--- src/verilog/scg_pkg.sv ---
// Package with constants and types of the system clock generator.
package scg_pkg;

   localparam longint REF_HZ         = 50_000_000;
   localparam longint FAST_OSC_HZ    = 8_000_000;
   localparam longint SLOW_OSC_HZ    = 32_000;
   localparam int     ACC_W          = 24;
   localparam longint ACC_SPAN       = longint'(1) << ACC_W;
   localparam logic [ACC_W-1:0] FAST_INC =
      ACC_W'((FAST_OSC_HZ * ACC_SPAN) / REF_HZ);
   localparam logic [ACC_W-1:0] SLOW_INC =
      ACC_W'((SLOW_OSC_HZ * ACC_SPAN) / REF_HZ);

   localparam logic [4:0] FAST_SETTLE_TICKS = 5'h10;
   localparam logic [1:0] SLOW_SETTLE_TICKS = 2'h2;

   localparam logic [7:0] CTRL_OFS   = 8'h00;
   localparam logic [7:0] STAT_OFS   = 8'h04;
   localparam int     CKS_LSB        = 5;
   localparam int     SLOW_RDY_BIT   = 3;
   localparam int     FAST_RDY_BIT   = 2;
   localparam int     HL_BIT         = 0;
   localparam logic [2:0] CKS_RST    = 3'h0;
   localparam logic       HL_RST     = 1'b1;
   localparam logic [2:0] CKS_FIRST_FAST = 3'h2;
   localparam logic [2:0] LOG_OF_CODE0   = 3'h0;
   localparam logic [3:0] CODE_TO_LOG    = 4'h8;
   localparam logic [1:0] RESP_OKAY   = 2'h0;
   localparam logic [1:0] RESP_SLVERR = 2'h2;

   typedef struct packed {
      logic sys;
      logic high_speed;
      logic time_base;
      logic watchdog;
   } scg_clk_en_t;

   typedef struct packed {
      logic        aw_got;
      logic        w_got;
      logic [7:0]  awaddr;
      logic [31:0] wdata;
      logic        wstrb0;
      logic        awready;
      logic        wready;
      logic        bvalid;
      logic [1:0]  bresp;
      logic        arready;
      logic        rvalid;
      logic [31:0] rdata;
      logic [1:0]  rresp;
      logic [2:0]  clock_select_field;
      logic        high_low_select;
      logic        cur_slow;
      logic [2:0]  cur_log;
      logic [5:0]  div_cnt;
      logic        fast_run;
      logic [4:0]  fast_settle;
      logic        fast_osc_ready_flag;
      logic [1:0]  slow_settle;
      logic        slow_osc_ready_flag;
      scg_clk_en_t clk_en;
   } scg_state_t;

endpackage : scg_pkg

--- src/verilog/scg_rc_osc.sv ---
// Internal RC oscillator modelled as a phase accumulator tick source.
`timescale 1ns/1ps
module scg_rc_osc
   import scg_pkg::*;
#(
   parameter logic [ACC_W-1:0] INC = FAST_INC
) (
   input  wire logic clk_i,
   input  wire logic rst_b_i,
   input  wire logic run_i,
   output logic      tick_o
);

   typedef struct packed {
      logic [ACC_W-1:0] acc;
      logic             tick;
   } scg_osc_state_t;

   scg_osc_state_t s_r;
   scg_osc_state_t s_nxt;
   logic [ACC_W:0] sum;

   // A stopped oscillator loses its phase, as a real RC cell would.
   always_comb begin
      s_nxt = s_r;
      sum   = {1'b0, s_r.acc} + {1'b0, INC};
      if (run_i) begin
         s_nxt.acc  = sum[ACC_W-1:0];
         s_nxt.tick = sum[ACC_W];
      end else begin
         s_nxt.acc  = '0;
         s_nxt.tick = 1'b0;
      end
   end

   always_ff @(posedge clk_i or negedge rst_b_i) begin
      if (!rst_b_i) begin
         s_r <= '0;
      end else begin
         s_r <= s_nxt;
      end
   end

   assign tick_o = s_r.tick;
endmodule : scg_rc_osc

--- src/verilog/scg_clock_gen.sv ---
// System clock generator: oscillators, source selector, register slave.
//
// Chosen here: the register offsets and register access over AXI4-Lite.
`timescale 1ns/1ps
module scg_clock_gen
   import scg_pkg::*;
(
   input  wire logic        REF_CLK_I,
   input  wire logic        RST_B_I,
   input  wire logic [7:0]  S_AXI_AWADDR,
   input  wire logic        S_AXI_AWVALID,
   output logic             S_AXI_AWREADY,
   input  wire logic [31:0] S_AXI_WDATA,
   input  wire logic [3:0]  S_AXI_WSTRB,
   input  wire logic        S_AXI_WVALID,
   output logic             S_AXI_WREADY,
   output logic [1:0]       S_AXI_BRESP,
   output logic             S_AXI_BVALID,
   input  wire logic        S_AXI_BREADY,
   input  wire logic [7:0]  S_AXI_ARADDR,
   input  wire logic        S_AXI_ARVALID,
   output logic             S_AXI_ARREADY,
   output logic [31:0]      S_AXI_RDATA,
   output logic [1:0]       S_AXI_RRESP,
   output logic             S_AXI_RVALID,
   input  wire logic        S_AXI_RREADY,
   output scg_clk_en_t      CLK_EN_O,
   output logic             FAST_OSC_RUN_O
);

   scg_state_t s_r;
   scg_state_t s_nxt;
   logic       fast_tick;
   logic       slow_tick;
   logic       tgt_slow;
   logic [2:0] tgt_log;
   logic       pending;
   logic       period_end;
   logic       target_ready;
   logic       commit;
   logic [5:0] div_mask;
   logic [31:0] ctrl_word;
   logic [31:0] stat_word;

   ////////////////////////////////////////////////////////////////////////
   // Oscillators.

   scg_rc_osc #(.INC(FAST_INC)) u_fast_rc_oscillator (
      .clk_i   (REF_CLK_I),
      .rst_b_i (RST_B_I),
      .run_i   (s_r.fast_run),
      .tick_o  (fast_tick)
   );

   // The slow cell never stops here: the watchdog depends on it.
   scg_rc_osc #(.INC(SLOW_INC)) u_slow_rc_oscillator (
      .clk_i   (REF_CLK_I),
      .rst_b_i (RST_B_I),
      .run_i   (1'b1),
      .tick_o  (slow_tick)
   );

   ////////////////////////////////////////////////////////////////////////
   // Source decode and switch point.

   always_comb begin
      tgt_slow = !s_r.high_low_select &&
                 (s_r.clock_select_field < CKS_FIRST_FAST);
      if (s_r.high_low_select || tgt_slow) begin
         tgt_log = LOG_OF_CODE0;
      end else begin
         tgt_log = 3'(CODE_TO_LOG - {1'b0, s_r.clock_select_field});
      end
      div_mask = 6'((7'h01 << s_r.cur_log) - 7'h01);
      pending  = (tgt_slow != s_r.cur_slow) ||
                 (!tgt_slow && (tgt_log != s_r.cur_log));
      // A change only lands where the running period closes, so no
      // shortened pulse ever reaches the core.
      period_end = s_r.cur_slow ? slow_tick :
                   (fast_tick && (s_r.div_cnt == div_mask));
      target_ready = tgt_slow ? s_r.slow_osc_ready_flag :
                     s_r.fast_osc_ready_flag;
      commit = pending && period_end && target_ready;
   end

   always_comb begin
      ctrl_word = '0;
      ctrl_word[CKS_LSB+2:CKS_LSB] = s_r.clock_select_field;
      ctrl_word[SLOW_RDY_BIT]      = s_r.slow_osc_ready_flag;
      ctrl_word[FAST_RDY_BIT]      = s_r.fast_osc_ready_flag;
      ctrl_word[HL_BIT]            = s_r.high_low_select;
      stat_word = {26'h0000000, s_r.fast_run, pending,
                   s_r.cur_log, s_r.cur_slow};
   end

   ////////////////////////////////////////////////////////////////////////
   // Next state.

   always_comb begin
      s_nxt = s_r;
      // Register slave: address and data may come in either order.
      if (S_AXI_AWVALID && s_r.awready) begin
         s_nxt.aw_got = 1'b1;
         s_nxt.awaddr = S_AXI_AWADDR;
      end
      if (S_AXI_WVALID && s_r.wready) begin
         s_nxt.w_got  = 1'b1;
         s_nxt.wdata  = S_AXI_WDATA;
         s_nxt.wstrb0 = S_AXI_WSTRB[0];
      end
      if (s_r.bvalid && S_AXI_BREADY) begin
         s_nxt.bvalid = 1'b0;
      end
      if (s_r.aw_got && s_r.w_got && !s_r.bvalid) begin
         s_nxt.aw_got = 1'b0;
         s_nxt.w_got  = 1'b0;
         s_nxt.bvalid = 1'b1;
         s_nxt.bresp  = RESP_OKAY;
         if (s_r.awaddr == CTRL_OFS) begin
            if (s_r.wstrb0) begin
               s_nxt.clock_select_field =
                  s_r.wdata[CKS_LSB+2:CKS_LSB];
               s_nxt.high_low_select = s_r.wdata[HL_BIT];
            end
         end else if (s_r.awaddr != STAT_OFS) begin
            s_nxt.bresp = RESP_SLVERR;
         end
      end
      s_nxt.awready = !s_nxt.aw_got && !s_nxt.bvalid;
      s_nxt.wready  = !s_nxt.w_got && !s_nxt.bvalid;

      if (s_r.rvalid && S_AXI_RREADY) begin
         s_nxt.rvalid = 1'b0;
      end
      if (S_AXI_ARVALID && s_r.arready) begin
         s_nxt.rvalid = 1'b1;
         s_nxt.rresp  = RESP_OKAY;
         if (S_AXI_ARADDR == CTRL_OFS) begin
            s_nxt.rdata = ctrl_word;
         end else if (S_AXI_ARADDR == STAT_OFS) begin
            s_nxt.rdata = stat_word;
         end else begin
            s_nxt.rdata = '0;
            s_nxt.rresp = RESP_SLVERR;
         end
      end
      s_nxt.arready = !s_nxt.rvalid;

      // Fast cell runs unless both the running and wanted source are slow.
      s_nxt.fast_run = !(tgt_slow && s_r.cur_slow);
      if (!s_r.fast_run) begin
         s_nxt.fast_settle         = '0;
         s_nxt.fast_osc_ready_flag = 1'b0;
      end else if (fast_tick && !s_r.fast_osc_ready_flag) begin
         s_nxt.fast_settle = s_r.fast_settle + 5'h01;
         if (s_r.fast_settle == FAST_SETTLE_TICKS - 5'h01) begin
            s_nxt.fast_osc_ready_flag = 1'b1;
         end
      end
      if (slow_tick && !s_r.slow_osc_ready_flag) begin
         s_nxt.slow_settle = s_r.slow_settle + 2'h1;
         if (s_r.slow_settle == SLOW_SETTLE_TICKS - 2'h1) begin
            s_nxt.slow_osc_ready_flag = 1'b1;
         end
      end

      if (!s_r.cur_slow && fast_tick) begin
         s_nxt.div_cnt = (s_r.div_cnt == div_mask) ? 6'h00 :
                         s_r.div_cnt + 6'h01;
      end
      if (commit) begin
         s_nxt.cur_slow = tgt_slow;
         s_nxt.cur_log  = tgt_log;
         s_nxt.div_cnt  = '0;
      end

      s_nxt.clk_en.sys        = period_end;
      s_nxt.clk_en.high_speed = fast_tick && s_r.fast_osc_ready_flag;
      s_nxt.clk_en.time_base  = slow_tick;
      s_nxt.clk_en.watchdog   = slow_tick;
   end

   always_ff @(posedge REF_CLK_I or negedge RST_B_I) begin
      if (!RST_B_I) begin
         s_r                    <= '0;
         s_r.clock_select_field <= CKS_RST;
         s_r.high_low_select    <= HL_RST;
         s_r.fast_run           <= 1'b1;
      end else begin
         s_r <= s_nxt;
      end
   end

   assign S_AXI_AWREADY  = s_r.awready;
   assign S_AXI_WREADY   = s_r.wready;
   assign S_AXI_BVALID   = s_r.bvalid;
   assign S_AXI_BRESP    = s_r.bresp;
   assign S_AXI_ARREADY  = s_r.arready;
   assign S_AXI_RVALID   = s_r.rvalid;
   assign S_AXI_RDATA    = s_r.rdata;
   assign S_AXI_RRESP    = s_r.rresp;
   assign CLK_EN_O       = s_r.clk_en;
   assign FAST_OSC_RUN_O = s_r.fast_run;
endmodule : scg_clock_gen

--- config.mk ---
export PLATFORM = sky130hd
export DESIGN_NAME = scg_clock_gen
export DESIGN_NICKNAME = d
export VERILOG_FILES = /design/src/verilog/scg_pkg.sv /design/src/verilog/scg_rc_osc.sv /design/src/verilog/scg_clock_gen.sv
export SDC_FILE = /design/constraint.sdc
export NUM_CORES = 1
export LEC_CHECK = 0
export ABC_AREA = 1
export ABC_CLOCK_PERIOD_IN_PS = 1700
export BUFFER_PORTS_ARGS = -buffer_cell sky130_fd_sc_hd__buf_2
export CAP_MARGIN = 25
export CORE_UTILIZATION = 56
export DETAILED_ROUTE_END_ITERATION = 6
export PLACE_DENSITY = 0.81
export SLEW_MARGIN = 40
export SYNTH_ARGS = -nofsm -noshare
export SYNTH_HDL_FRONTEND = slang
export SYNTH_SLANG_ARGS = --single-unit
export TNS_END_PERCENT = 30
--- constraint.sdc ---
create_clock -name REF_CLK_I -period 1.7 [get_ports REF_CLK_I]
set_input_delay 0.34 -clock REF_CLK_I [delete_from_list [all_inputs] [get_ports REF_CLK_I]]
set_output_delay 0.34 -clock REF_CLK_I [all_outputs]
set_load 0.005 [all_outputs]
Yosys cells after proc, flatten, opt, wreduce, memory -nomap -nowiden --
Index checks and enable logic that the tools add are counted.
Operators by class: muxes and demuxes 23, add/sub/neg operators 7, reduce and logical (&&, ||, !) cells 38, magnitude comparators 1, equal/unequal tests 9, shift-type cells 1
Operator list (count):
- 6-bit two-way mux | 6
- 35-bit two-way mux | 1
- 32-bit two-way mux | 1
- 24-bit by 14-bit adder with 25-bit output (second input constant) | 1
- 24-bit by 22-bit adder with 25-bit output (second input constant) | 1
- 25-bit two-way mux | 1
- 1-bit logical AND | 19
- 8-bit zero test | 2
- 1-bit zero test | 11
- 2-bit two-way mux | 5
- 8-bit by 3-bit equality test with 1-bit output (second input constant) | 1
- 8-bit by 3-bit != test with 1-bit output (second input constant) | 1
- 1-bit two-way mux | 7
- 6-bit by 1-bit adder with 6-bit output (second input constant) | 1
- 6-bit equality test | 1
- 3-bit two-way mux | 2
- 1-bit by 3-bit left shift with 6-bit output (first input constant) | 1
- 6-bit by 1-bit subtractor with 6-bit output (second input constant) | 1
- 5-bit by 1-bit adder with 5-bit output (second input constant) | 1
- 5-bit by 4-bit equality test with 1-bit output (second input constant) | 1
- 2-bit by 1-bit != test with 1-bit output (second input constant) | 2
- 2-bit AND reduction | 2
- 3-bit by 2-bit less-than comparator with 1-bit output (second input constant) | 1
- 3-bit != test | 1
- other kinds (7) | 8
Storage, ports and cells: register bits 137, output and inout bits 46

Depth between registers and ports, before layout --
Gate-level depths: netlist of the first run.
depth after elaboration 11, depth in mapped cells 13, mapped depth without buffers 13

Cells and area by module --
Synthesis of the first run repeated with hierarchy kept, for this count alone.
Second synthesis, totals: cell total of the unflattened synthesis 789, area total of the unflattened synthesis 5939.4 sq um
By module, submodules not included:
- scg_clock_gen | cells an instance 392, times used 1, area each 3118.0 sq um
- scg_rc_osc (u_fast_rc_oscillator) | cells an instance 197, times used 1, area each 1411.4 sq um
- scg_rc_osc (u_slow_rc_oscillator) | cells an instance 200, times used 1, area each 1410.1 sq um

Least setup slack after synthesis of the first run --
No wires, ideal clock.
kind register to register, from register u_slow_rc_oscillator.s_r[1] (netlist name), to register u_slow_rc_oscillator.s_r[23] (netlist name), setup slack 0.180 ns, stages on the path, launching flop included 10, required time 1.621 ns, arrival 1.441 ns, path buffers 0, path through dfrtp_1 -> ha_1 -> nand3_1 -> nand2_1 -> nor3_1 -> nand2_1 -> nand2_1 -> nand2_1 -> nand3_1 -> xor2_1
RTL lines:
- from (decl) | RTL line scg_rc_osc.sv:19 | scg_osc_state_t s_r;
- from (signal assigned) | RTL line scg_rc_osc.sv:40 | s_r <= s_nxt;

Final worst setup path of the first run --
from register s_r, in the netlist ctrl_word[6], to register s_r[22] (netlist name)
Between the ends: cells in the longest elaborated chain, start to end 9, elaborated cells between the ends (all ways) 13, those cells by class 1 x add/sub; 1 x order compare; 2 x eq/ne; 2 x mux; 7 x reduce/logical
RTL lines:
- from (decl) | RTL line scg_clock_gen.sv:31 | scg_state_t s_r;
- from (signal assigned) | RTL line scg_clock_gen.sv:190 | s_r <= s_nxt;
- 3-bit by 2-bit less-than comparator with 1-bit output | RTL line scg_clock_gen.sv:68 | (s_r.clock_select_field < CKS_FIRST_FAST);
- 1-bit logical AND | RTL line scg_clock_gen.sv:67 | tgt_slow = !s_r.high_low_select &&
- 1-bit logical OR | RTL line scg_clock_gen.sv:69 | if (s_r.high_low_select || tgt_slow) begin
- 3-bit two-way mux | RTL line scg_clock_gen.sv:69
- 3-bit != test | RTL line scg_clock_gen.sv:76 | (!tgt_slow && (tgt_log != s_r.cur_log));
- 1-bit logical AND | RTL line scg_clock_gen.sv:76
- 1-bit logical OR | RTL line scg_clock_gen.sv:75 | pending = (tgt_slow != s_r.cur_slow) ||
- 1-bit logical AND (2 in series) | RTL line scg_clock_gen.sv:83 | commit = pending && period_end && target_ready;
Parallel ways exist; a longest one is shown, timed or not. A chain may end at the register's enable or synchronous reset.

==> impl.org, run 1 <==
** Outcome
- Result of the run :: finished, final reports clean

** STA
- Once routing completed, OpenROAD measured the worst setup slack at 0.0144 ns.
- The hold violation count in the final report came to 0.
- Fin crit share :: 99.2%
- Final period demand of the worst path :: 1.69 ns
- Number of pins exceeding their max-slew limit in the final report :: 0
- Setup repair after global routing could not meet its margin everywhere.
- Highest achievable clock rate :: 593 MHz
- Worst clock skew on the final layout :: 0.0103 ns
- Setup violations remaining at the end of the flow were counted as 0.

** Detailed routing
- Total via count after detailed routing :: 4231
- After detailed routing, the number of remaining DRC violations is 0.
- After the first detailed-routing iteration, the DRC count stood at 161.
- Average wire per cell in the routed design :: 12.1 microns
- Wires add up to about 10 mm.
- Post-detailed-route via-to-cell ratio :: 4.99
- The pre-antenna-repair detailed-routing pass consisted of 5 iterations.
- In this run the remaining antenna-violating nets after routing total 0.

** Die
- Die Wd :: 100 microns
- Once the floorplan was initialized, standard cells occupied between 50% and 60% of the core.
- The die covers between 0.01 and 0.015 sq mm.
- FP Rows :: 35
- The floorplan step set the die height to 100 microns.
- Area of the placeable core :: between 0.009 and 0.01 sq mm
- Total I/O pin count :: 105

** Clock tree
- In this run the deepest clock path goes through 2 buffers.
- Cell at the root of the clock tree :: sky130_fd_sc_hd__clkbuf_8
- The clock reaches the later pin of the worst-skew pair after 0.38 ns.
- Number of H-tree levels :: 3
- Clock Sink Count :: 106
- Clock tree synthesis inserted a total of 9 buffers.
- TritonCTS clock tree :: done
- Clock slew at the register clock pins of the worst setup and hold paths :: 0.10 ns

** Critical path
- Critical path startpoint category :: flop
- Counting both buffers and inverters, the worst setup path holds a total of 1.
- Data on the critical path is required at its endpoint by 1.97 ns.
- In this run the critical register-to-register path is launched from ctrl_word[6]$_DFFE_PN0P_.
- The worst register-to-register path ends at s_r[22]$_DFFE_PN0P_.
- The setup path with the least slack is of type reg -> reg.
- Flop-to-flop setup slack :: around 0.014 ns
- Traced cell by cell, the critical path runs through inv_2, ha_4, nand3_2, nand2_1, nand2_1, nand2_1, o21bai_1, nand2_2, nand3_4, nand2_2, nand2_1.
- In this design, the stage delay of the slowest critical-path cell is 0.39 ns.
- Cell with the biggest individual delay on the critical path :: sky130_fd_sc_hd__dfrtp_1
- Data arrives at the worst endpoint at 1.95 ns.
- Family with the most delay on the worst path :: simple AND/OR/NAND/NOR gates
- Top cell by count, worst path :: sky130_fd_sc_hd__nand2_1
- Depth of the worst register-to-register path :: 11
- In this run the worst path has a maximum fanout of 7.
- Endpoint class of the critical path :: flop
- Tracing the worst setup path back leads to its startpoint at ctrl_word[6]$_DFFE_PN0P_.

** Min path
- Hold path cells :: 3
- Worst Hold Endpoint :: s_r[106]$_DFFE_PN0P_
- Hold Crit Start :: S_AXI_AWADDR[4]
- Class of the tightest hold or removal check :: in -> reg

** Job
- The tool flagged a number of max-cap violations equal to 0.

** Finish
- Final cell area excluding filler cells :: 0.00608 sq mm
- Cells with a size suffix above 1 make up 19.6% of the layout.
- The finished layout holds around 850 standard cells, fillers aside.
- The net count of the finished layout is between 700 and 800.
- From synthesis to final layout, the design area changed by 12.9%.
- Cells fill between 60% and 70% of the core in the end.
- Antenna fix cells :: 0

** Power
- Worst ir drop on vdd :: 860 uV
- Summed over all cells, the static leakage comes to about 3.3 nW.
- Power Density :: 906 mW/mm^2

** Global routing
- The total overflow left after global routing is 0.
- Global-route wire length before repair :: 17.2 mm
- Overall track demand over capacity in global routing :: 21.4%
- The number of global-route vias before repair is ~4000.
- Entering global routing, the biggest net connects 52 pins.
- Initial antenna violation count :: 0

** Placement
- Instance area at placement :: roughly 0.0057 sq mm
- Routability congestion estimate :: 0.854
- Pre-CTS worst setup slack :: -0.0628 ns
- Including well taps, the total number of placed cells is ~830.
- Post-DP HPWL :: 7.22 mm
- In this run the tool buffered the top-level ports with 47 buffer cells.

** Yosys
- Count of synthesis-stage warnings from yosys :: 0
- Register area share after synthesis :: 49.3%
- Counting distinct cell types in the post-synthesis netlist gives 36.
- Flip-flop and latch count after synthesis :: 106
- Summing every instance area after synthesis gives ~0.0054 sq mm.
- The cell count after synthesis came out at around 660.
- Each instance of the synthesized netlist takes up on average 8.20 sq um.
per-layer routing:
layer / GRT usage [%] / up-vias / part of all wire [%]
met5: 0 / - / 0
met4: 7.92 / 0 / 1.3
met3: 3.97 / 11 / 4.6
met2: 37.5 / 126 / 50
met1: 26.6 / 1977 / 45
li1: - / 2117 / -
cells by family (layout without fill, tap and decap cells):
group                    count (synthesis)  after routing  share of synthesized area [%]
other                                    1             26                         0.0696
AND/OR/NAND/NOR                        303            304                           24.4
XOR/XNOR                                28             28                           4.55
AO/OA/AOI/OAI                           70             70                           7.27
buffers and inverters                  141            177                           12.6
flip-flops                             106            106                           49.3
adder cells (fa/ha/maj)                  8              8                           1.86
report_power, final:
| group | internal, mW | switching (mW) | total [mW] |
|---|---|---|---|
| registers | 2.78 | 0.138 | 2.92 |
| clock network | 0.706 | 0.909 | 1.61 |
| logic | 0.363 | 0.613 | 0.977 |
| total | 3.85 | 1.66 | 5.51 |
cells in the final DEF (no fill, tap or decap), drive strengths merged:
master	synthesis	routed
a211oi	3	3
a21oi	23	23
and3	1	1
buf	40	64
bufinv	0	1
clkbuf	5	9
clkinv	3	5
clkinvlp	0	2
conb	1	26
dfrtp	104	104
dfstp	2	2
dlygate4sd3	0	1
ha	8	8
inv	93	95
nand2	167	167
nand3	42	43
nand3b	2	2
nand4	9	9
nor2	65	65
nor3	13	13
nor4	3	3
o211ai	2	2
o21ai	36	36
o21bai	1	1
o221ai	1	1
o311ai	1	1
o31ai	3	3
or2	1	1
xnor2	11	11
xor2	17	17
worst min-delay path: cells and delay by family:
family	cells	cell delay, ns
and+or+nand+nor	2	0.09
buffers and inverters	1	0.08
sequential cells by signal, summed over array words and instances, names as in the netlist:
name,flops
s_r,32
u_slow_rc_oscillator.s_r,24
u_fast_rc_oscillator.s_r,23
S_AXI_RDATA,8
ctrl_word,6
CLK_EN_O,3
FAST_OSC_RUN_O,1
S_AXI_ARREADY,1
S_AXI_AWREADY,1
S_AXI_BRESP,1
S_AXI_BVALID,1
S_AXI_RRESP,1
S_AXI_RVALID,1
S_AXI_WREADY,1
u_fast_rc_oscillator.tick_o,1
u_slow_rc_oscillator.tick_o,1
worst max-delay path by stage:
| stage | end | cells past startpoint |
|---|---|---|
| 5_1_grt | s_r[22]$_DFFE_PN0P_ | 11 |
| 2_1_floorplan | u_slow_rc_oscillator.s_r[23]$_DFF_PN0_ | 9 |
| 3_3_place_gp | s_r[23]$_DFFE_PN0P_ | 10 |
| 3_5_place_dp | u_slow_rc_oscillator.s_r[21]$_DFF_PN0_ | 9 |
| 6_report | s_r[22]$_DFFE_PN0P_ | 11 |
| 4_1_cts | u_slow_rc_oscillator.s_r[23]$_DFF_PN0_ | 9 |
through the flow:
step	power (mW)	setup TNS, ns	hold WS [ns]
global route	5.79	-1.13	0.146
finish	5.51	0	0.154
global placement	3.79	0	0.255
floorplan	3.55	0	0.0444
CTS	5.47	0	0.141
detailed placement	3.85	-0.423	0.259
cell type report:
class / count / area, sq um
sequential: 106 / 2660
clock inverter: 7 / 86.3
multi-input combinational: 436 / 2290
inverter: 96 / 363
timing repair buffer: 65 / 400
tap: 129 / 161
clock buffer: 9 / 124
fill: 784 / 3200
synthesized netlist by cell type, drive strengths merged:
library cell / instances / share of area [%]
xnor2: 11 / 1.8
ha: 8 / 1.9
inv: 93 / 6.5
buf: 40 / 5.6
xor2: 17 / 2.8
conb: 1 / 0.070
o221ai: 1 / 0.16
nor3: 13 / 1.2
o311ai: 1 / 0.16
nor2: 65 / 4.9
o211ai: 2 / 0.28
nand3: 42 / 4.5
o21ai: 36 / 3.6
and3: 1 / 0.12
a211oi: 3 / 0.42
clkinv: 3 / 0.21
a21oi: 23 / 2.1
o31ai: 3 / 0.42
or2: 1 / 0.12
nand2: 167 / 12
clkbuf: 5 / 0.35
dfstp: 2 / 0.98
nor4: 3 / 0.35
dfrtp: 104 / 48
nand3b: 2 / 0.28
nand4: 9 / 1.0
o21bai: 1 / 0.14
what timing repair did:
item	in CTS	in global routing
pin swaps	0	14
cloned	0	1
gates resized for setup	3	40
buffers inserted	0	4
hold buffers	1	0
endpoints found under the setup margin	16	28
hold endpoints to repair	21	0
(Power assumes the default switching activity.)
==> run 2, diff against run 1 <==
--- a/config.mk
+++ b/config.mk
@@ -8,8 +8,8 @@
 export ABC_AREA = 1
-export ABC_CLOCK_PERIOD_IN_PS = 1700
+export ABC_CLOCK_PERIOD_IN_PS = 2100
 export BUFFER_PORTS_ARGS = -buffer_cell sky130_fd_sc_hd__buf_2
 export CAP_MARGIN = 25
-export CORE_UTILIZATION = 56
+export CORE_UTILIZATION = 60
 export DETAILED_ROUTE_END_ITERATION = 6
-export PLACE_DENSITY = 0.81
+export PLACE_DENSITY = 0.86
 export SLEW_MARGIN = 40
==> constraint.sdc (replaced) <==
create_clock -name REF_CLK_I -period 2.1 [get_ports REF_CLK_I]
set_input_delay 0.105 -clock REF_CLK_I [delete_from_list [all_inputs] [get_ports REF_CLK_I]]
set_output_delay 0.105 -clock REF_CLK_I [all_outputs]
set_load 0.005 [all_outputs]
==> run 2 against run 1 <==
Maximum frequency shrank 7.3%. First-iteration DRC count grew 43%. Setup slack gained 0.27 ns. Critical path type unchanged. Largest cell class unchanged.
==> impl.org, run 2 (same netlist as run 1, synthesis figures left out) <==
** STA
- The share of the clock period used by the worst path was 86.6% (-13 points).
- Number of endpoints failing setup at the final stage :: 0 (unchanged)
- Number of pins exceeding their max-slew limit in the final report :: 0 (unchanged)
- For the pin with the worst max-slew slack, the measured transition is between 0.5 and 0.6 ns.
- Worst max-slew margin expressed relative to the limit :: 65.9%
- The setup TNS was 0 ns (unchanged).
- The highest clock frequency the design can meet was 550 MHz (-7.3%).
- The hold violation count in the final report came to 0 (unchanged).
- Unrepaired setup endpoints after global routing :: no
- The worst clock skew was 0.0103 ns (+0.0000215 ns).
- The minimum clock period after layout came to 1.82 ns (+0.134 ns).

** Finish
- Antenna fix cells :: 0 (unchanged)
- Utilization after layout :: 68.0% (+2.5 points)
- Leading cell type in the layout, fill and taps excluded :: sky130_fd_sc_hd__nand2_1
- The cell area after layout was 0.00593 sq mm (-2.4%).
- The number of nets at the end of the flow is 781 (unchanged).
- The largest registers in the layout are s_r x32, u_slow_rc_oscillator.s_r x24, u_fast_rc_oscillator.s_r x23.
- Final std cells w/o fill :: 827 (-2.5%)
- Share of post-route cells with drive strength above 1 :: 12.2% (-7.4 points)
- Flip-flop count of the largest register after layout :: 32 (unchanged)
- The top cell types in the final layout, fill and taps aside, are 163 x sky130_fd_sc_hd__nand2_1, 104 x sky130_fd_sc_hd__dfrtp_1, 85 x sky130_fd_sc_hd__inv_1.
- From synthesis to final layout, the design area changed by 10.1%.
- Biggest register :: s_r

** Detailed routing
- Pre-Repair DR Iteration Count :: 5 (unchanged)
- Total via count after detailed routing :: 4273 (+0.99%)
- Routed signal wires occupy layers up through met4.
- The number of nets still failing antenna checks after routing came to 0 (unchanged).
- Average wire per cell in the routed design :: 12.4 microns (+2.8%)
- Sum of routed wire segments on met1 :: 4.56 mm (-0.11%)
- The detailed-routed wire length on met2 is 4.98 mm (-1.8%).
- The aggregate routed wire length was 10.3 mm (+0.22%).
- The count of unresolved DRC violations after routing came to 0 (unchanged).
- The met3 wirelength from detailed routing came to 520 microns (+9.5%).
- Iter 0 DRT Violations :: 231 (+43%)
- Post-detailed-route via-to-cell ratio :: 5.17 (+3.6%)

** Die
- Area of the placeable core :: 0.00872 sq mm (-6.1%)
- The initial core utilization was 61.8% (+3.7 points).
- Die Wd :: 96.8 microns (-3.3%)
- The row count is 34 (-2.9%).
- Total I/O pin count :: 105 (unchanged)
- The die area came to 0.00936 sq mm (-6.5%).
- The die height is 96.8 microns (-3.3%).

** Clock tree
- TritonCTS clock tree :: done
- The total CTS buffers is 9 (unchanged).
- Maximum buffer depth of the clock tree :: 2 (unchanged)
- The cell sitting at the root of the clock tree is a sky130_fd_sc_hd__clkbuf_8.
- Insertion delay of the later-clocked pin in the worst-skew pair :: 0.37 ns (about the same)
- The CTS clock-pin slew for the worst setup and hold paths is 0.10 ns (about the same).
- Clock Sink Count :: 106 (unchanged)
- The number of setup buffers added after CTS came to 0 (unchanged).
- The number of levels in the clock H-tree came to 3 (unchanged).

** Critical path
- Max FO, Critical Path :: 10 (+3)
- Data required time of the worst path :: 2.36 ns (+0.39 ns)
- The arrival time of data at the critical path endpoint was 2.08 ns (+0.13 ns).
- For this design, the slowest cell found on the critical path is sky130_fd_sc_hd__dfrtp_1.
- The slack of the worst reg-to-reg path came to 0.28 ns (+0.27 ns).
- The worst setup path is of the reg -> reg kind.
- Top cell by count, worst path :: sky130_fd_sc_hd__nand2_1
- The worst setup path is launched from a flop.
- Crit path largest cell delay :: 0.43 ns (+0.04 ns)
- The signal on the critical path passes through nor2_1, nand3_1, nand2_1, nand2_2, nor2_4, nand3_4, nand2_4, nand3_4, nand2_1, nand2_1.
- Endpoint class of the critical path :: flop

** Power
- The peak ir drop on the vdd network is 562 uV (-35%).
- LEAKAGE :: 3.26 nW (-0.28%)
- The power per cell area is 735 mW/mm^2 (-19%).

** Global routing
- The global-route total usage across every layer came to 23.3% (+1.9 points).
- The wire length of the first global-routing pass was 17.8 mm (+3.5%).
- The initial antenna violation count came to 0 (unchanged).
- The largest net degree at the start of global routing came to 50 (-3.8%).
- The number of global-route vias before repair came to 4118 (+0.76%).
- Total global routing overflow :: 0 (unchanged)

** Placement
- The final weighted congestion in routability-driven placement was 0.880 (+3.1%).
- Number of I/O port buffers :: 47 (unchanged)
- The placement-stage cell area was 0.00557 sq mm (-2.0%).
- Post-Place Cells :: 795 (-3.8%)
- Post-DP HPWL :: 7.08 mm (-1.9%)

** Min path
- Class of the tightest hold or removal check :: in -> reg

** Job
- The max-cap violation count is 0 (unchanged).

** Outcome
- The run finished with clean final reports.
[run 2: metal layers]
| layer | global-route usage [%] | up-vias |
|---|---|---|
| li1 | - | 2109 |
| met1 | 29.9 | 1990 |
| met5 | 0 | - |
| met4 | 10.8 | 0 |
| met2 | 38.5 | 148 |
| met3 | 4.26 | 26 |
[run 2: worst paths after layout]
check / start / end / cells after the start
worst max-delay path: s_r[20]$_DFFE_PN0P_ / s_r[20]$_DFFE_PN0P_ / 10
min in group asynchronous: RST_B_I / u_slow_rc_oscillator.s_r[5]$_DFF_PN0_ / 2
worst max register to register: s_r[20]$_DFFE_PN0P_ / s_r[20]$_DFFE_PN0P_ / 10
worst min register to register: u_slow_rc_oscillator.s_r[1]$_DFF_PN0_ / u_slow_rc_oscillator.s_r[1]$_DFF_PN0_ / 1
max in group asynchronous: RST_B_I / FAST_OSC_RUN_O$_DFF_PN1_ / 3
worst min-delay path: S_AXI_WVALID / s_r[69]$_DFFE_PN0P_ / 4
[run 2: stage by stage]
step                      hold WS [ns]  power (mW)  setup slack (ns)
after floorplan                 -0.191        2.87             0.580
after global placement          0.0931        3.02             0.433
after detailed placement         0.109        3.07             0.344
after CTS                      0.00370        4.36             0.294
after global routing            0.0227        4.58            0.0813
final                           0.0122        4.36             0.281
[run 2: power breakdown]
group          internal (mW)  switching (mW)  leakage [nW]
clock network          0.567           0.707         0.101
logic                  0.243           0.479          1.80
registers               2.25           0.115          1.35
total                   3.06            1.30          3.26
[run 2: timing repair]
| item | in CTS | in global routing |
|---|---|---|
| setup endpoints to repair | 0 | 0 |
| resized for setup | 0 | 0 |
| endpoints found under the hold margin | 50 | 0 |
| hold buffers | 16 | 0 |
[run 2: cell type report]
cell class	instances	area, sq um
clock buffers	10	128
clock inverters	6	73.8
repair buffers	66	433
fillers	663	2790
multi-input cells	435	2150
inverters	96	360
well taps	108	135
flip-flops and latches	106	2660
[run 2: worst max-delay path, delay by kind of cell (launching register included)]
kind             cells  cell delay (ns)
AND/OR/NAND/NOR     10             1.29
flip-flops           1             0.43
